<file path="src/pkg/boot_strap_regs.vh">
// register offsets, field positions, reset values and widths for the boot strap block
`ifndef BOOT_STRAP_REGS_VH
`define BOOT_STRAP_REGS_VH

`define CFG0_OFFSET 8'h00
`define CSCTL_OFFSET 8'h04
`define STATUS_OFFSET 8'h08

`define CFG0_RESET 32'hFFFF_FFFF

`define BIT_WIDTH_LOW 0
`define BIT_HOST 1
`define BIT_ARB 2
`define BIT_PCI_CLK 4
`define BIT_DRV_LOW 5
`define BIT_WIDTH_HIGH 7
`define BIT_DRV_HIGH 9

`define WIDTH_16 2'b00
`define WIDTH_8 2'b01
`define WIDTH_RSVD 2'b10
`define WIDTH_32 2'b11

`define DRIVE_LOW 2'b00
`define DRIVE_MED 2'b01
`define DRIVE_HIGH 2'b11

`define CSCTL_WIDTH_LSB 0
`define CSCTL_OVR_BIT 2

`define PCI_33_MHZ 7'h21
`define PCI_66_MHZ 7'h42

`endif

</file>
<file path="src/boot_strap_bus_width_config.v">
// boot strap capture, configuration decode and expansion data lane control
`timescale 1ns/10ps

// Overview of operation
// - drive strength low/medium/high chosen from config bits 9 and 5.
// - pci clock bit 0 selects 33 MHz, 1 selects 66 MHz.
// - arbiter bit from address line 2 enables internal pci arbiter.
// - host bit from address line 1 makes device pci host.
// - width pair b7,b0: 00 16-bit, 01 8-bit, 11 32-bit, 10 reserved.
// - width in use comes from config bits 0 and 7 unless chip select control bit 2 selects the software override width.
// - width latched on first clock edge after reset release; o_bus_width holds 32-bit until one cycle later.
// - bits 0 and 7 forced to 1 while reset asserted.
// - byte mode drives lines 31:8 on writes, tristates them on reads.
// - 16-bit mode drives lines 31:16 on writes, tristates on reads.
module boot_strap_bus_width_config #(
	parameter AW = 24,
	parameter DW = 32
) (
	input wire i_core_clk,
	input wire i_rst_n,
	input wire [AW-1:0] i_exp_address_lines,
	input wire [7:0] i_reg_addr,
	input wire [31:0] i_reg_wdata,
	input wire i_reg_wr,
	input wire i_reg_rd,
	output reg [31:0] o_reg_rdata,
	input wire i_exp_cycle,
	input wire i_exp_write,
	input wire [DW-1:0] i_exp_wdata,
	output wire [DW-1:0] o_exp_data_lines_out,
	output wire [DW-1:0] o_exp_data_lines_oe,
	output reg [1:0] o_bus_width,
	output reg [1:0] o_drive_strength,
	output reg o_pci_66mhz,
	output reg [6:0] o_pci_clk_mhz,
	output reg o_pci_arbiter_enable,
	output reg o_pci_host
);

`include "boot_strap_regs.vh"

	// capture sequencer states
	localparam ST_HOLD = 2'b00;
	localparam ST_DECODE = 2'b01;
	localparam ST_RUN = 2'b10;

	// strap synchroniser, left out of reset so the pins are sampled while reset is held
	reg [AW-1:0] strap_s1_r;
	reg [AW-1:0] strap_s2_r;

	// capture sequencer
	reg [1:0] cap_state_r;
	reg [1:0] cap_state_nxt;
	wire cap_load;

	// configuration and chip select control registers
	reg [31:0] boot_strap_config_r;
	reg [31:0] config_nxt;
	reg [2:0] csctl_r;
	reg [2:0] csctl_nxt;

	// register bus decode
	wire csctl_wr;
	wire sel_cfg;
	wire sel_csctl;
	wire sel_status;
	reg [31:0] rdata_nxt;

	// configuration fields
	wire cfg_width_low;
	wire cfg_width_high;
	wire cfg_host;
	wire cfg_arb;
	wire cfg_pci_clk;
	wire cfg_drv_low;
	wire cfg_drv_high;
	wire [1:0] strap_width;
	wire [1:0] drive_sel;
	wire width_override;
	wire [1:0] override_width;

	// decoded values
	reg [1:0] width_nxt;
	reg [1:0] drive_nxt;
	reg pci_66mhz_nxt;
	reg [6:0] pci_clk_mhz_nxt;
	reg arbiter_nxt;
	reg host_nxt;
	wire reserved_width;
	wire [31:0] status;

	// two-flop sync of strap pins; the first flop feeds only the second
	always @(posedge i_core_clk) begin
		strap_s1_r <= i_exp_address_lines;
		strap_s2_r <= strap_s1_r;
	end

	// capture sequencer: hold in reset, capture on first edge after release, then decode, then run
	always @(posedge i_core_clk or negedge i_rst_n) begin
		if (!i_rst_n) begin
			cap_state_r <= ST_HOLD;
		end else begin
			cap_state_r <= cap_state_nxt;
		end
	end

	always @* begin
		cap_state_nxt = cap_state_r;
		case (cap_state_r)
			ST_HOLD: begin
				cap_state_nxt = ST_DECODE;
			end
			ST_DECODE: begin
				cap_state_nxt = ST_RUN;
			end
			ST_RUN: begin
				cap_state_nxt = ST_RUN;
			end
			default: begin
				cap_state_nxt = ST_RUN;
			end
		endcase
	end

	// one capture per reset, so later strap movement is ignored
	assign cap_load = (cap_state_r == ST_HOLD);

	always @* begin
		config_nxt = boot_strap_config_r;
		if (cap_load) begin
			config_nxt = {{(32-AW){1'b0}}, strap_s2_r};
		end
	end

	// configuration register, all ones while reset is held
	always @(posedge i_core_clk or negedge i_rst_n) begin
		if (!i_rst_n) begin
			boot_strap_config_r <= `CFG0_RESET;
		end else begin
			boot_strap_config_r <= config_nxt;
		end
	end

	// chip select control register written by software after boot
	assign csctl_wr = i_reg_wr && (i_reg_addr == `CSCTL_OFFSET);

	always @* begin
		csctl_nxt = csctl_r;
		if (csctl_wr) begin
			csctl_nxt = i_reg_wdata[2:0];
		end
	end

	always @(posedge i_core_clk or negedge i_rst_n) begin
		if (!i_rst_n) begin
			csctl_r <= 3'b000;
		end else begin
			csctl_r <= csctl_nxt;
		end
	end

	// configuration fields
	assign cfg_width_low = boot_strap_config_r[`BIT_WIDTH_LOW];
	assign cfg_width_high = boot_strap_config_r[`BIT_WIDTH_HIGH];
	assign cfg_host = boot_strap_config_r[`BIT_HOST];
	assign cfg_arb = boot_strap_config_r[`BIT_ARB];
	assign cfg_pci_clk = boot_strap_config_r[`BIT_PCI_CLK];
	assign cfg_drv_low = boot_strap_config_r[`BIT_DRV_LOW];
	assign cfg_drv_high = boot_strap_config_r[`BIT_DRV_HIGH];

	assign strap_width = {cfg_width_high, cfg_width_low};
	assign drive_sel = {cfg_drv_high, cfg_drv_low};
	assign width_override = csctl_r[`CSCTL_OVR_BIT];
	assign override_width = csctl_r[`CSCTL_WIDTH_LSB +: 2];

	// width in use: strapped value until software overrides it
	always @* begin
		width_nxt = strap_width;
		if (width_override) begin
			width_nxt = override_width;
		end
	end

	// drive strength; the unlisted pair 10 is taken as high
	always @* begin
		case (drive_sel)
			2'b00: drive_nxt = `DRIVE_LOW;
			2'b01: drive_nxt = `DRIVE_MED;
			default: drive_nxt = `DRIVE_HIGH;
		endcase
	end

	always @* begin
		pci_66mhz_nxt = cfg_pci_clk;
		if (cfg_pci_clk) begin
			pci_clk_mhz_nxt = `PCI_66_MHZ;
		end else begin
			pci_clk_mhz_nxt = `PCI_33_MHZ;
		end
	end

	always @* begin
		arbiter_nxt = cfg_arb;
		host_nxt = cfg_host;
	end

	// decoded configuration outputs
	always @(posedge i_core_clk or negedge i_rst_n) begin
		if (!i_rst_n) begin
			o_bus_width <= `WIDTH_32;
		end else begin
			o_bus_width <= width_nxt;
		end
	end

	always @(posedge i_core_clk or negedge i_rst_n) begin
		if (!i_rst_n) begin
			o_drive_strength <= `DRIVE_HIGH;
		end else begin
			o_drive_strength <= drive_nxt;
		end
	end

	always @(posedge i_core_clk or negedge i_rst_n) begin
		if (!i_rst_n) begin
			o_pci_66mhz <= 1'b1;
		end else begin
			o_pci_66mhz <= pci_66mhz_nxt;
		end
	end

	always @(posedge i_core_clk or negedge i_rst_n) begin
		if (!i_rst_n) begin
			o_pci_clk_mhz <= `PCI_66_MHZ;
		end else begin
			o_pci_clk_mhz <= pci_clk_mhz_nxt;
		end
	end

	always @(posedge i_core_clk or negedge i_rst_n) begin
		if (!i_rst_n) begin
			o_pci_arbiter_enable <= 1'b1;
		end else begin
			o_pci_arbiter_enable <= arbiter_nxt;
		end
	end

	always @(posedge i_core_clk or negedge i_rst_n) begin
		if (!i_rst_n) begin
			o_pci_host <= 1'b1;
		end else begin
			o_pci_host <= host_nxt;
		end
	end

	// status: reserved width flag, drive strength, width in use
	assign reserved_width = (o_bus_width == `WIDTH_RSVD);
	assign status = {27'h000_0000, reserved_width, o_drive_strength, o_bus_width};

	// register read decode; unmapped addresses read as zero
	assign sel_cfg = (i_reg_addr == `CFG0_OFFSET);
	assign sel_csctl = (i_reg_addr == `CSCTL_OFFSET);
	assign sel_status = (i_reg_addr == `STATUS_OFFSET);

	always @* begin
		rdata_nxt = 32'h0000_0000;
		if (i_reg_rd) begin
			if (sel_cfg) begin
				rdata_nxt = boot_strap_config_r;
			end else if (sel_csctl) begin
				rdata_nxt = {29'h0000_0000, csctl_r};
			end else if (sel_status) begin
				rdata_nxt = status;
			end
		end
	end

	// read data stands for the one cycle after the strobe
	always @(posedge i_core_clk or negedge i_rst_n) begin
		if (!i_rst_n) begin
			o_reg_rdata <= 32'h0000_0000;
		end else begin
			o_reg_rdata <= rdata_nxt;
		end
	end

	lane_ctrl #(
		.DW(DW)
	) u_lane_ctrl (
		.i_width(o_bus_width),
		.i_write(i_exp_write),
		.i_active(i_exp_cycle),
		.i_wdata(i_exp_wdata),
		.o_data_out(o_exp_data_lines_out),
		.o_data_oe(o_exp_data_lines_oe)
	);

endmodule // boot_strap_bus_width_config

</file>
<file path="src/lane_ctrl.v">
// upper data lane drive control for byte and 16-bit modes
`timescale 1ns/10ps

module lane_ctrl #(
	parameter DW = 32
) (
	input wire [1:0] i_width,
	input wire i_write,
	input wire i_active,
	input wire [DW-1:0] i_wdata,
	output wire [DW-1:0] o_data_out,
	output wire [DW-1:0] o_data_oe
);

`include "boot_strap_regs.vh"

	genvar g;
	generate
		for (g = 0; g < DW; g = g + 1) begin : lane
			wire used;
			assign used = (i_width == `WIDTH_8) ? (g < 8) :
				(i_width == `WIDTH_16) ? (g < 16) : 1'b1;
			// unused lanes driven low on writes, tristate on reads
			assign o_data_out[g] = used ? i_wdata[g] : 1'b0;
			assign o_data_oe[g] = i_active & i_write;
		end
	endgenerate

endmodule // lane_ctrl

</file>
<file path="config.mk">
export PLATFORM = sky130hd
export DESIGN_NAME = boot_strap_bus_width_config
export DESIGN_NICKNAME = d
export VERILOG_FILES = /design/src/boot_strap_bus_width_config.v /design/src/lane_ctrl.v
export VERILOG_INCLUDE_DIRS = /design/src /design/src/pkg
export SDC_FILE = /design/constraint.sdc
export NUM_CORES = 1
export LEC_CHECK = 0
export ABC_AREA = 1
export BUFFER_PORTS_ARGS = -buffer_cell sky130_fd_sc_hd__buf_2
export CAP_MARGIN = 10
export CORE_MARGIN = 8
export CORE_UTILIZATION = 35
export CTS_CLUSTER_SIZE = 12
export DETAILED_ROUTE_END_ITERATION = 10
export HOLD_SLACK_MARGIN = 0.03
export RECOVER_POWER = 50
export SYNTH_ARGS = -nofsm -noshare
export SYNTH_HDL_FRONTEND = slang
export SYNTH_SLANG_ARGS = --single-unit
</file>
<file path="constraint.sdc">
create_clock -name i_core_clk -period 2.1 [get_ports i_core_clk]
set_clock_uncertainty 0.05 [all_clocks]
set_input_delay 0.42 -clock i_core_clk [delete_from_list [all_inputs] [get_ports i_core_clk]]
set_output_delay 0.42 -clock i_core_clk [all_outputs]
set_load 0.02 [all_outputs]
</file>
# Word-level counts from Yosys, hierarchy flattened
# Cells that the tools add are included.
[classes]
n_eq_ne = 5
reduce_logical = 5
bitwise = 1
n_mux = 34
[op_table]
columns = ["operator", "count"]
rows = [
  ["$mux 32", 2],
  ["$mux 1", 26],
  ["$mux 5", 2],
  ["$eq 8x3->1 const B", 1],
  ["$eq 8x4->1 const B", 1],
  ["$logic_not 8->1", 1],
  ["$mux 7", 1],
  ["$logic_not 2->1", 3],
  ["$eq 2x1->1 const B", 2],
  ["$mux 2", 2],
  ["$pmux 2 s2", 1],
  ["$eq 2x2->1 const B", 1],
  ["$and 1x1->1", 1],
  ["$logic_and 1x1->1", 1],
]
[totals]
elab_cells = 57
ff_bits = 131
out_inout_bits = 110
inputBits = 102

# Logic depth before layout (Yosys ltp)
# Gate-level depths: netlist of the first run.
[depth]
word_depth = 5
mapped_depth = 7
mapped_depth_nobuf = 7

# Hierarchy
# A second synthesis of the first run with hierarchy kept.
[unflattened]
cells_unflattened = 388
area_unflattened_um2 = 3993.8
[by_module_without_submodules]
columns = ["mod", "cells_per_inst", "area_each_um2", "seq_area_each_um2", "n_inst"]
rows = [
  ["boot_strap_bus_width_config", 295, 3477.1, 2577.5, 1],
  ["lane_ctrl", 93, 516.7, 0.0, 1],
]

# Worst setup path before layout of the first run
# No wires, ideal clock.
[synth_path]
kind = "in2out"
startpoint = "in i_exp_cycle"
endpoint = "out o_exp_data_lines_oe[10]"
t_required_ps = 1630
n_path_buf = 1
stages = 3
t_arrival_ps = 1298
path_slack_ps = 332
path_cell_list = "nand2_1 inv_1 buf_4"
[synth_via]
elab_chain_len = 1
[synth_lines]
columns = ["item", "line", "text"]
rows = [
  ["start: declaration", "boot_strap_bus_width_config.v:27", "input wire i_exp_cycle,"],
  ["$and 1x1->1", "n/a", ""],
  ["end: declaration", "boot_strap_bus_width_config.v:31", "output wire [DW-1:0] o_exp_data_lines_oe,"],
]
# No other way between the ends.

# Worst setup path after layout of the first run
[layout_path]
startpoint = "reg o_bus_width[1]"
endpoint = "out o_exp_data_lines_out[26]"
[layout_via]
elab_chain_len = 4
elab_cells_between_ends = 5
classes_between = "1 x eq/ne; 3 x mux; 1 x reduce/logical"
[layout_lines]
columns = ["item", "line", "text"]
rows = [
  ["start: declaration", "boot_strap_bus_width_config.v:32", "output reg [1:0] o_bus_width,"],
  ["start signal: assignment", "boot_strap_bus_width_config.v:210", "o_bus_width <= `WIDTH_32;"],
  ["start signal: assignment", "boot_strap_bus_width_config.v:212", "o_bus_width <= width_nxt;"],
  ["$logic_not 2->1 (no line)", "n/a", ""],
  ["$mux 1", "lane_ctrl.v:22", "(i_width == `WIDTH_16) ? (g < 16) : 1'b1;"],
  ["$mux 1 (*)", "lane_ctrl.v:21", "assign used = (i_width == `WIDTH_8) ? (g < 8) :"],
  ["$mux 1 (*)", "lane_ctrl.v:24", "assign o_data_out[g] = used ? i_wdata[g] : 1'b0;"],
  ["end: declaration", "boot_strap_bus_width_config.v:30", "output wire [DW-1:0] o_exp_data_lines_out,"],
]
# Mark *: on every way between the ends. The rest lies on a longest branch, timed or not.

==> results of run 1 <==
==> state kept, by name, summed over array words and instances (netlist names) <==
register	count
strap_s2_r	24
o_bus_width	2
o_pci_arbiter_enable	1
o_pci_host	1
csctl_r	3
cap_state_r	2
o_reg_rdata	25
o_drive_strength	2
strap_s1_r	24
boot_strap_config_r	25
o_pci_clk_mhz	2
==> power groups by stage <==
stage	Clock [W]	Sequential, W	Combinational (W)
4_1_cts	0.00175	0.00219	0.000240
3_5_place_dp	0	0.00223	0.000237
6_report	0.00169	0.00219	0.000232
5_1_grt	0.00182	0.00220	0.000256
3_3_place_gp	0	0.00223	0.000236
2_1_floorplan	0	0.00223	0.000162
==> final timing paths <==
path                                          start                                   to  slack (ns)  cells past startpoint
setup / recovery           o_bus_width[1]$_DFF_PN1_             o_exp_data_lines_out[26]        0.21                      4
hold / removal              i_exp_address_lines[12]               strap_s1_r[12]$_DFF_P_        0.12                      1
setup reg to reg           cap_state_r[1]$_DFF_PN0_   boot_strap_config_r[1]$_DFFE_PN1P_        0.48                      5
hold reg to reg               strap_s1_r[3]$_DFF_P_                strap_s2_r[3]$_DFF_P_        0.27                      0
max in group asynchronous                   i_rst_n  boot_strap_config_r[22]$_DFFE_PN1P_        0.35                      3
min in group asynchronous                   i_rst_n           o_pci_clk_mhz[5]$_DFF_PN0_        0.84                      2
==> worst max-delay path, stage by stage (launching register included) <==
cell and delay, ns:
dfstp_2 0.56, buf_4 0.20, nand2_1 0.10, inv_1 0.06, buf_2 0.16
==> per-layer routing <==
metal  routed length, um  track usage, %  up-vias
li1                    -               -     1335
met1                3180            11.0     1194
met2                4560            21.0      120
met3                1210            4.26       12
met4                 100            4.54        0
met5                   0               0        -
==> synthesized netlist by cell type, types with 3 or more instances <==
| library cell | n | area (um2) |
|---|---|---|
| nand3_1 | 12 | 60.1 |
| inv_1 | 61 | 229 |
| nor2_4 | 23 | 259 |
| buf_4 | 52 | 390 |
| dfxtp_1 | 48 | 961 |
| nor2_2 | 3 | 18.8 |
| buf_2 | 5 | 25.0 |
| nor2_1 | 14 | 52.6 |
| dfrtp_1 | 31 | 776 |
| o21ai_0 | 27 | 135 |
| clkbuf_1 | 3 | 11.3 |
| nand2_1 | 66 | 248 |
| dfstp_2 | 32 | 841 |
==> kinds of logic after synthesis <==
family,after synthesis,synth area share [%]
buffers and inverters,123,17.0
other,1,0.0915
AOI/OAI and AO/OA,29,3.54
and+or+nand+nor,123,16.5
DFF,111,62.9
==> layout make-up <==
class | instances | area (um2)
clock inverter | 5 | 45.0
clock buffer | 11 | 264
tap | 143 | 179
fill | 1130 | 6380
timing repair buffer | 171 | 927
inverter | 61 | 229
multi-input combinational | 155 | 816
sequential | 111 | 2580
==> stage by stage <==
step	area, um2	setup WS, ns	hold WS, ns
2_1_floorplan	4100	0.332	0.0744
3_3_place_gp	4740	0.495	0.260
3_5_place_dp	4740	0.474	0.262
4_1_cts	5060	0.183	0.108
5_1_grt	5040	0.0935	0.107
6_report	5040	0.213	0.125
==> what timing repair did <==
action | in CTS | in global routing
hold buffers | 1 | 0
endpoints found under the hold margin | 7 | 0
buffers inserted | 0 | 0
==> flow_summary.yaml, run 1 <==
pwr:
  report.power.total_w: 0.00411
  combPwrFrac_pct: 5.6
  p_leak_nw: 2.64
  powerDensity_nw_per_um2: 816
  pwr-share-seq_pct: 53.3
  cell_internal_pwr_w: 0.00319
  clkPwrFrac_pct: 41.1
  p_sw_w: 0.000920
  sw_frac_of_total_pct: 22.4
  ir_drop_uv: 488
clock_tree:
  clkLatencyLatePin_ns: 0.34
  clock_sinks: 111
  cts-resized-gates: 0
  numCtsBuffers: 9
  cts_root_buf: "clkbuf_16"
  cts_tree: "yes"
  htree_levels: 3
  clk_pin_slew_worst_paths_ns: 0.07
  cts_buffer_depth: 2
finish:
  final_nets: 611
  drive_gt1_share_pct: 46.7
  area_growth_pct: 23.0
  n_antenna_cell: 0
  utilization_pct: 44.1
  mostFrequentLayoutCells: "162 x buf_2, 68 x nand2_1, 61 x inv_1, 48 x dfxtp_1, 31 x dfrtp_1"
  fin_cells: 657
  final_common_cell: "buf_2"
logic_synthesis:
  synth-seq-area-share_pct: 62.9
  synth_warnings: 0
  synth_cells: 387
  synth_cell_types: 19
  synth_ff_type: "dfxtp_1"
  avgSynthCellArea_um2: 10.6
  synth-async-reset-ratio_pct: 56.8
  synth_seq_cells: 111
  synth_enable_flop_cells: 0
  syn_area_um2: 4100
die:
  initial_utilization_pct: 35.9
  core_area_um2: 11400
  die_h_um: 124
  ios: 212
  die_w_um: 124
  dieArea_um2: 15400
  num_rows: 39
placed_design:
  dpl.cell_count: 640
  place_congestion: 0.847
  hpwl_um: 7130
  portBuffers: 163
sta:
  worst_slew_pin_slew_ns: 1.28
  final-setup-viol-count: 0
  max_freq_mhz: 530
  timing.final.max_slew_violations: 0
  rsz0062_at_grt: "false"
  fin_crit_sh_pct: 89.9
  max_slew_margin_pct: 14.9
  final.setup.tns_ns: 0
  hold_violations: 0
  post-route-min-period_ns: 1.89
grt:
  grt_pass1_vias: 2663
  overflow: 0
  antenna_found_initial: 0
  grt_usage_pct: 11.3
  grt_max_degree: 38
  grt_first_pass_wirelength_um: 13200
setup_path:
  cp_max_fo: 17
  cp.required_ns: 1.63
  endpoint_kind: "output pin"
  worstSetupPathType: "reg -> out"
  start_kind: "flip-flop"
  cp.arrival_ns: 1.42
min_path:
  min_path_type: "in -> reg"
detailed_routing:
  drc: 0
  antenna_left: 0
  vias_per_cell: 4.05
  num_vias: 2661
  wl_per_cell_um: 13.8
  drt_pass1_iterations: 4
  routed_wl_um: 9050
  first_iter_violations: 65
flow_run:
  drv_cap: 0
outcome:
  status: "completed"
Note: power is estimated with default switching activity, not from simulation.
==> run 2: changes to the inputs <==
- CORE_UTILIZATION: 35 -> 48
- PLACE_DENSITY: default -> 0.84
==> flow_summary.yaml, run 2 (synthesis results as in run 1) <==
sta:
  final-setup-viol-count: 0
  max_slew_margin_pct: 25.2
  hold_violations: 0
  final.setup.tns_ns: 0
  hold_ws_ns: 0.102
  worst_slew_pin_slew_ns: 1.12
  max_freq_mhz: 526
  fin_crit_sh_pct: 90.5
  post-route-min-period_ns: 1.90
  timing.final.max_slew_violations: 0
  rsz0062_at_grt: "false"
setup_path:
  critPathSlowestCell: "dfstp_2"
  start_kind: "flip-flop"
  crit_family: "flip-flops"
  path_cells: "nor2_1 -> buf_4 -> nor2_1 -> buf_2"
  cp.required_ns: 1.63
  endpoint_kind: "output pin"
  cp.arrival_ns: 1.43
  crit_buf_inv: 2
  cp_max_fo: 8
  worstSetupPathType: "reg -> out"
  crit_path_frequent_cell: "nor2_1"
  r2r_slack_ns: 0.31
  critPathMaxStageDelay_ns: 0.57
pwr:
  pwr-share-seq_pct: 61.6
  ir_drop_uv: 594
  p_leak_nw: 2.57
  sw_frac_of_total_pct: 23.8
  combPwrFrac_pct: 6.3
  p_sw_w: 0.000848
  clkPwrFrac_pct: 32.1
  cell_internal_pwr_w: 0.00271
  powerDensity_nw_per_um2: 738
die:
  dieArea_um2: 11700
  initial_utilization_pct: 49.6
  die_h_um: 108
  die_w_um: 108
  num_rows: 33
  core_area_um2: 8260
  ios: 212
grt:
  antenna_found_initial: 1
  overflow: 0
  grt_first_pass_wirelength_um: 13600
  grt_usage_pct: 15.0
  grt_pass1_vias: 2738
  grt_max_degree: 64
clock_tree:
  numCtsBuffers: 9
  clk_pin_slew_worst_paths_ns: 0.11
  htree_levels: 3
  cts_tree: "yes"
  cts-resized-gates: 0
  cts_buffer_depth: 2
  clkLatencyLatePin_ns: 0.36
  cts_root_buf: "clkbuf_8"
  clock_sinks: 111
outcome:
  status: "completed"
detailed_routing:
  wl_per_cell_um: 14.9
  vias_per_cell: 4.37
  drt_pass1_iterations: 4
  first_iter_violations: 134
  antenna_left: 0
  drc: 0
  routed_wl_um: 9180
  num_vias: 2698
placed_design:
  hpwl_um: 7300
  place_congestion: 0.978
  portBuffers: 163
finish:
  area_growth_pct: 17.6
  final_common_cell: "buf_2"
  final_nets: 609
  utilization_pct: 58.3
  reg.largest.list: "boot_strap_config_r x25, o_reg_rdata x25"
  mostFrequentLayoutCells: "163 x buf_2, 68 x nand2_1, 61 x inv_1, 48 x dfxtp_1, 31 x dfrtp_1"
  drive_gt1_share_pct: 46.3
min_path:
  min_path_type: "in -> reg"
flow_run:
  drv_cap: 0
## run 2: changes by cell type in the layout (fill, tap and decap cells not counted), sizes merged
cell,before,now
buf,169,167
clkbuf,12,11
clkinv,2,3
clkinvlp,1,0
diode,0,1
inv,63,64
## run 2: cell type report
type,instances,area [um2]
Inverter,61,229
Sequential cell,111,2580
Fill cell,698,3440
Antenna cell,1,2.50
Tap cell,105,131
Timing Repair Buffer,169,888
Multi-Input combinational cell,155,811
Clock buffer,10,128
Clock inverter,6,51.3
## run 2: final timing paths
check                                              start                                   to  cells past startpoint
max in group asynchronous                        i_rst_n             o_reg_rdata[1]$_DFF_PN0_                      3
min in group asynchronous                        i_rst_n            o_reg_rdata[13]$_DFF_PN0_                      3
worst max-delay path            o_bus_width[1]$_DFF_PN1_             o_exp_data_lines_out[14]                      4
worst min-delay path              i_exp_address_lines[0]                strap_s1_r[0]$_DFF_P_                      1
worst max register to register  cap_state_r[1]$_DFF_PN0_  boot_strap_config_r[12]$_DFFE_PN1P_                      4
worst min register to register    strap_s1_r[20]$_DFF_P_               strap_s2_r[20]$_DFF_P_                      0
## run 2: worst reg2reg max path, delay by kind of cell, from the launching register on
kind                   cells  cell delay [ns]
AND/OR/NAND/NOR            2             0.94
flip-flops                 1             0.37
buffers and inverters      1             0.27
AO/OA/AOI/OAI              1             0.09
## run 2: layer usage
metal	vias up	wire length, um	GRT usage, %
met1	1243	3080	13.8
met5	-	0	0
met4	0	282	8.99
met3	16	887	3.63
li1	1330	-	-
met2	109	4940	28.9
## run 2: metrics by stage
step                instances  area (um2)  power (W)  worst slack (ns)
floorplan                 389        4100    0.00239             0.332
global placement          600        4670    0.00246             0.414
detailed placement        600        4670    0.00247             0.368
CTS                       617        4860    0.00360             0.157
global route              618        4820    0.00370            0.0896
finish                    618        4820    0.00356             0.199
## run 2: repair_timing
action | 4_1_cts | 5_1_grt
hold endpoints to repair | 31 | 0
setup buffers | 0 | 0
hold buffers | 1 | 0
## run 2: power groups by stage
stage / clock network [W] / logic, W / registers, W
floorplan: 0 / 0.000162 / 0.00223
global placement: 0 / 0.000229 / 0.00223
detailed placement: 0 / 0.000233 / 0.00223
CTS: 0.00117 / 0.000235 / 0.00219
global route: 0.00126 / 0.000248 / 0.00220
finish: 0.00114 / 0.000224 / 0.00219
==> run 3: changes to the inputs <==
- GPL_TIMING_DRIVEN: default -> 0
- PLACE_DENSITY: 0.84 -> 0.85
==> flow_summary.yaml, run 3 (synthesis results as in run 1) <==
die:
  die_w_um: 108
  ios: 212
  core_area_um2: 8260
  die_h_um: 108
  initial_utilization_pct: 49.6
  dieArea_um2: 11700
  num_rows: 33
setup_path:
  start_kind: "flip-flop"
  endpoint_kind: "output pin"
  cp.required_ns: 1.63
  r2r-start: "cap_state_r[1]$_DFF_PN0_"
  cp_max_fo: 8
  r2r_cells: 4
  worstSetupPathType: "reg -> out"
  cp.arrival_ns: 1.51
  r2r_end: "boot_strap_config_r[21]$_DFFE_PN1P_"
  r2r_slack_ns: 0.77
finish:
  n_antenna_cell: 0
  final_common_cell: "buf_2"
  regArea_um2: 2580
  fillCellCount: 677
  reg.largest.list: "boot_strap_config_r x25, o_reg_rdata x25"
  area_growth_pct: 27.9
  mostFrequentLayoutCells: "163 x buf_2, 68 x nand2_1, 60 x inv_1, 53 x buf_4, 48 x dfxtp_1"
  multiInputGateArea_um2: 788
  drive_gt1_share_pct: 49.6
  final_nets: 674
clock_tree:
  clkLatencyLatePin_ns: 0.36
  clk_pin_slew_worst_paths_ns: 0.10
  cts_root_buf: "clkbuf_8"
  cts_tree: "yes"
  clock_sinks: 111
  cts_buffer_depth: 2
  numCtsBuffers: 9
  htree_levels: 3
grt:
  grt_max_degree: 43
  use_met3_pct: 4.82
  overflow: 0
  antenna_found_initial: 0
  grt_use_met2_pct: 30.2
  grt_usage_pct: 16.3
  grt_util_met1_pct: 17.5
  grt.busiest_layer: "met2"
  grt_first_pass_wirelength_um: 15000
  grt_pass1_vias: 3037
outcome:
  status: "completed"
sta:
  fin_crit_sh_pct: 94.3
  rsz0062_at_grt: "false"
  timing.final.max_slew_violations: 0
  max_freq_mhz: 505
  post-route-min-period_ns: 1.98
  final-setup-viol-count: 0
  hold_ws_ns: 0.100
  hold_violations: 0
  max_slew_margin_pct: 23.4
  worst_slew_pin_slew_ns: 1.15
  final.setup.tns_ns: 0
detailed_routing:
  drt_pass1_iterations: 4
  wl_per_cell_um: 14.3
  num_vias: 2941
  vias_per_cell: 4.31
  antenna_left: 0
  drc: 0
  routed_wl_um: 9720
  first_iter_violations: 160
placed_design:
  portBuffers: 171
  place_congestion: 0.787
  hpwl_um: 7820
pwr:
  p_leak_nw: 2.83
  powerDensity_nw_per_um2: 726
  ir_drop_uv: 648
  report.power.total_w: 0.00380
min_path:
  worstHoldPathCells: 1
  worstHoldStart: "i_exp_address_lines[20]"
  min_path_type: "in -> reg"
  worst_hold_path.endpoint: "strap_s1_r[20]$_DFF_P_"
flow_run:
  drv_cap: 0
run 3: changes by cell type in the layout (fill, tap and decap cells not counted), sizes merged:
cell and change:
clkinvlp +3, inv -2, clkinv -2, diode -1
bufinv +1, buf +50, clkbuf +15
run 3: metrics by stage:
step	utilization, %	std cells	setup slack [ns]	cell area [um2]
5_1_grt	63.5	682	0.0248	5240
2_1_floorplan	-	389	0.332	4100
3_5_place_dp	61.9	666	0.0776	5110
3_3_place_gp	61.7	665	0.154	5090
6_report	63.5	682	0.120	5240
4_1_cts	64.7	683	0.0327	5340
run 3: repair_timing:
item	in CTS	in global routing
setup endpoints to repair	13	41
buffers inserted	0	0
hold endpoints to repair	11	0
resized for setup	2	1
hold buffers	1	0
run 3: worst max-delay path, cell delays in order (launching register included):
cell	delay (ns)
dfstp_2	0.56
inv_1	0.06
nor2_2	0.28
nor2_1	0.08
buf_2	0.17
run 3: worst max path at each step:
stage                              from                        to  slack, ns
6_report       o_bus_width[0]$_DFF_PN1_  o_exp_data_lines_out[14]       0.12
5_1_grt        o_bus_width[0]$_DFF_PN1_  o_exp_data_lines_out[10]       0.02
4_1_cts        o_bus_width[1]$_DFF_PN1_  o_exp_data_lines_out[24]       0.03
3_5_place_dp                i_exp_cycle   o_exp_data_lines_oe[28]       0.08
3_3_place_gp                i_exp_cycle   o_exp_data_lines_oe[16]       0.15
2_1_floorplan               i_exp_cycle   o_exp_data_lines_oe[10]       0.33
run 3: layout make-up:
cell class | count | share of cell area [%]
Multi-Input combinational cell | 155 | 15.0
Inverter | 61 | 4.44
Tap cell | 105 | 2.51
Clock buffer | 10 | 2.63
Buffer | 61 | 8.21
Timing Repair Buffer | 173 | 16.5
Sequential cell | 111 | 49.2
Clock inverter | 6 | 1.46
run 3: where the power goes:
group          leakage (nW)  switching [W]  internal [W]
combinational          1.57       0.000169      0.000134
clock                 0.103       0.000705      0.000602
sequential             1.16      0.0000144       0.00218
run 3: per-layer routing:
| layer | wire, um | part of all wire [%] | up-vias |
|---|---|---|---|
| met2 | 5180 | 53 | 125 |
| met4 | 108 | 1.1 | 0 |
| li1 | - | - | 1457 |
| met5 | 0 | 0 | - |
| met3 | 831 | 8.6 | 8 |
| met1 | 3600 | 37 | 1351 |
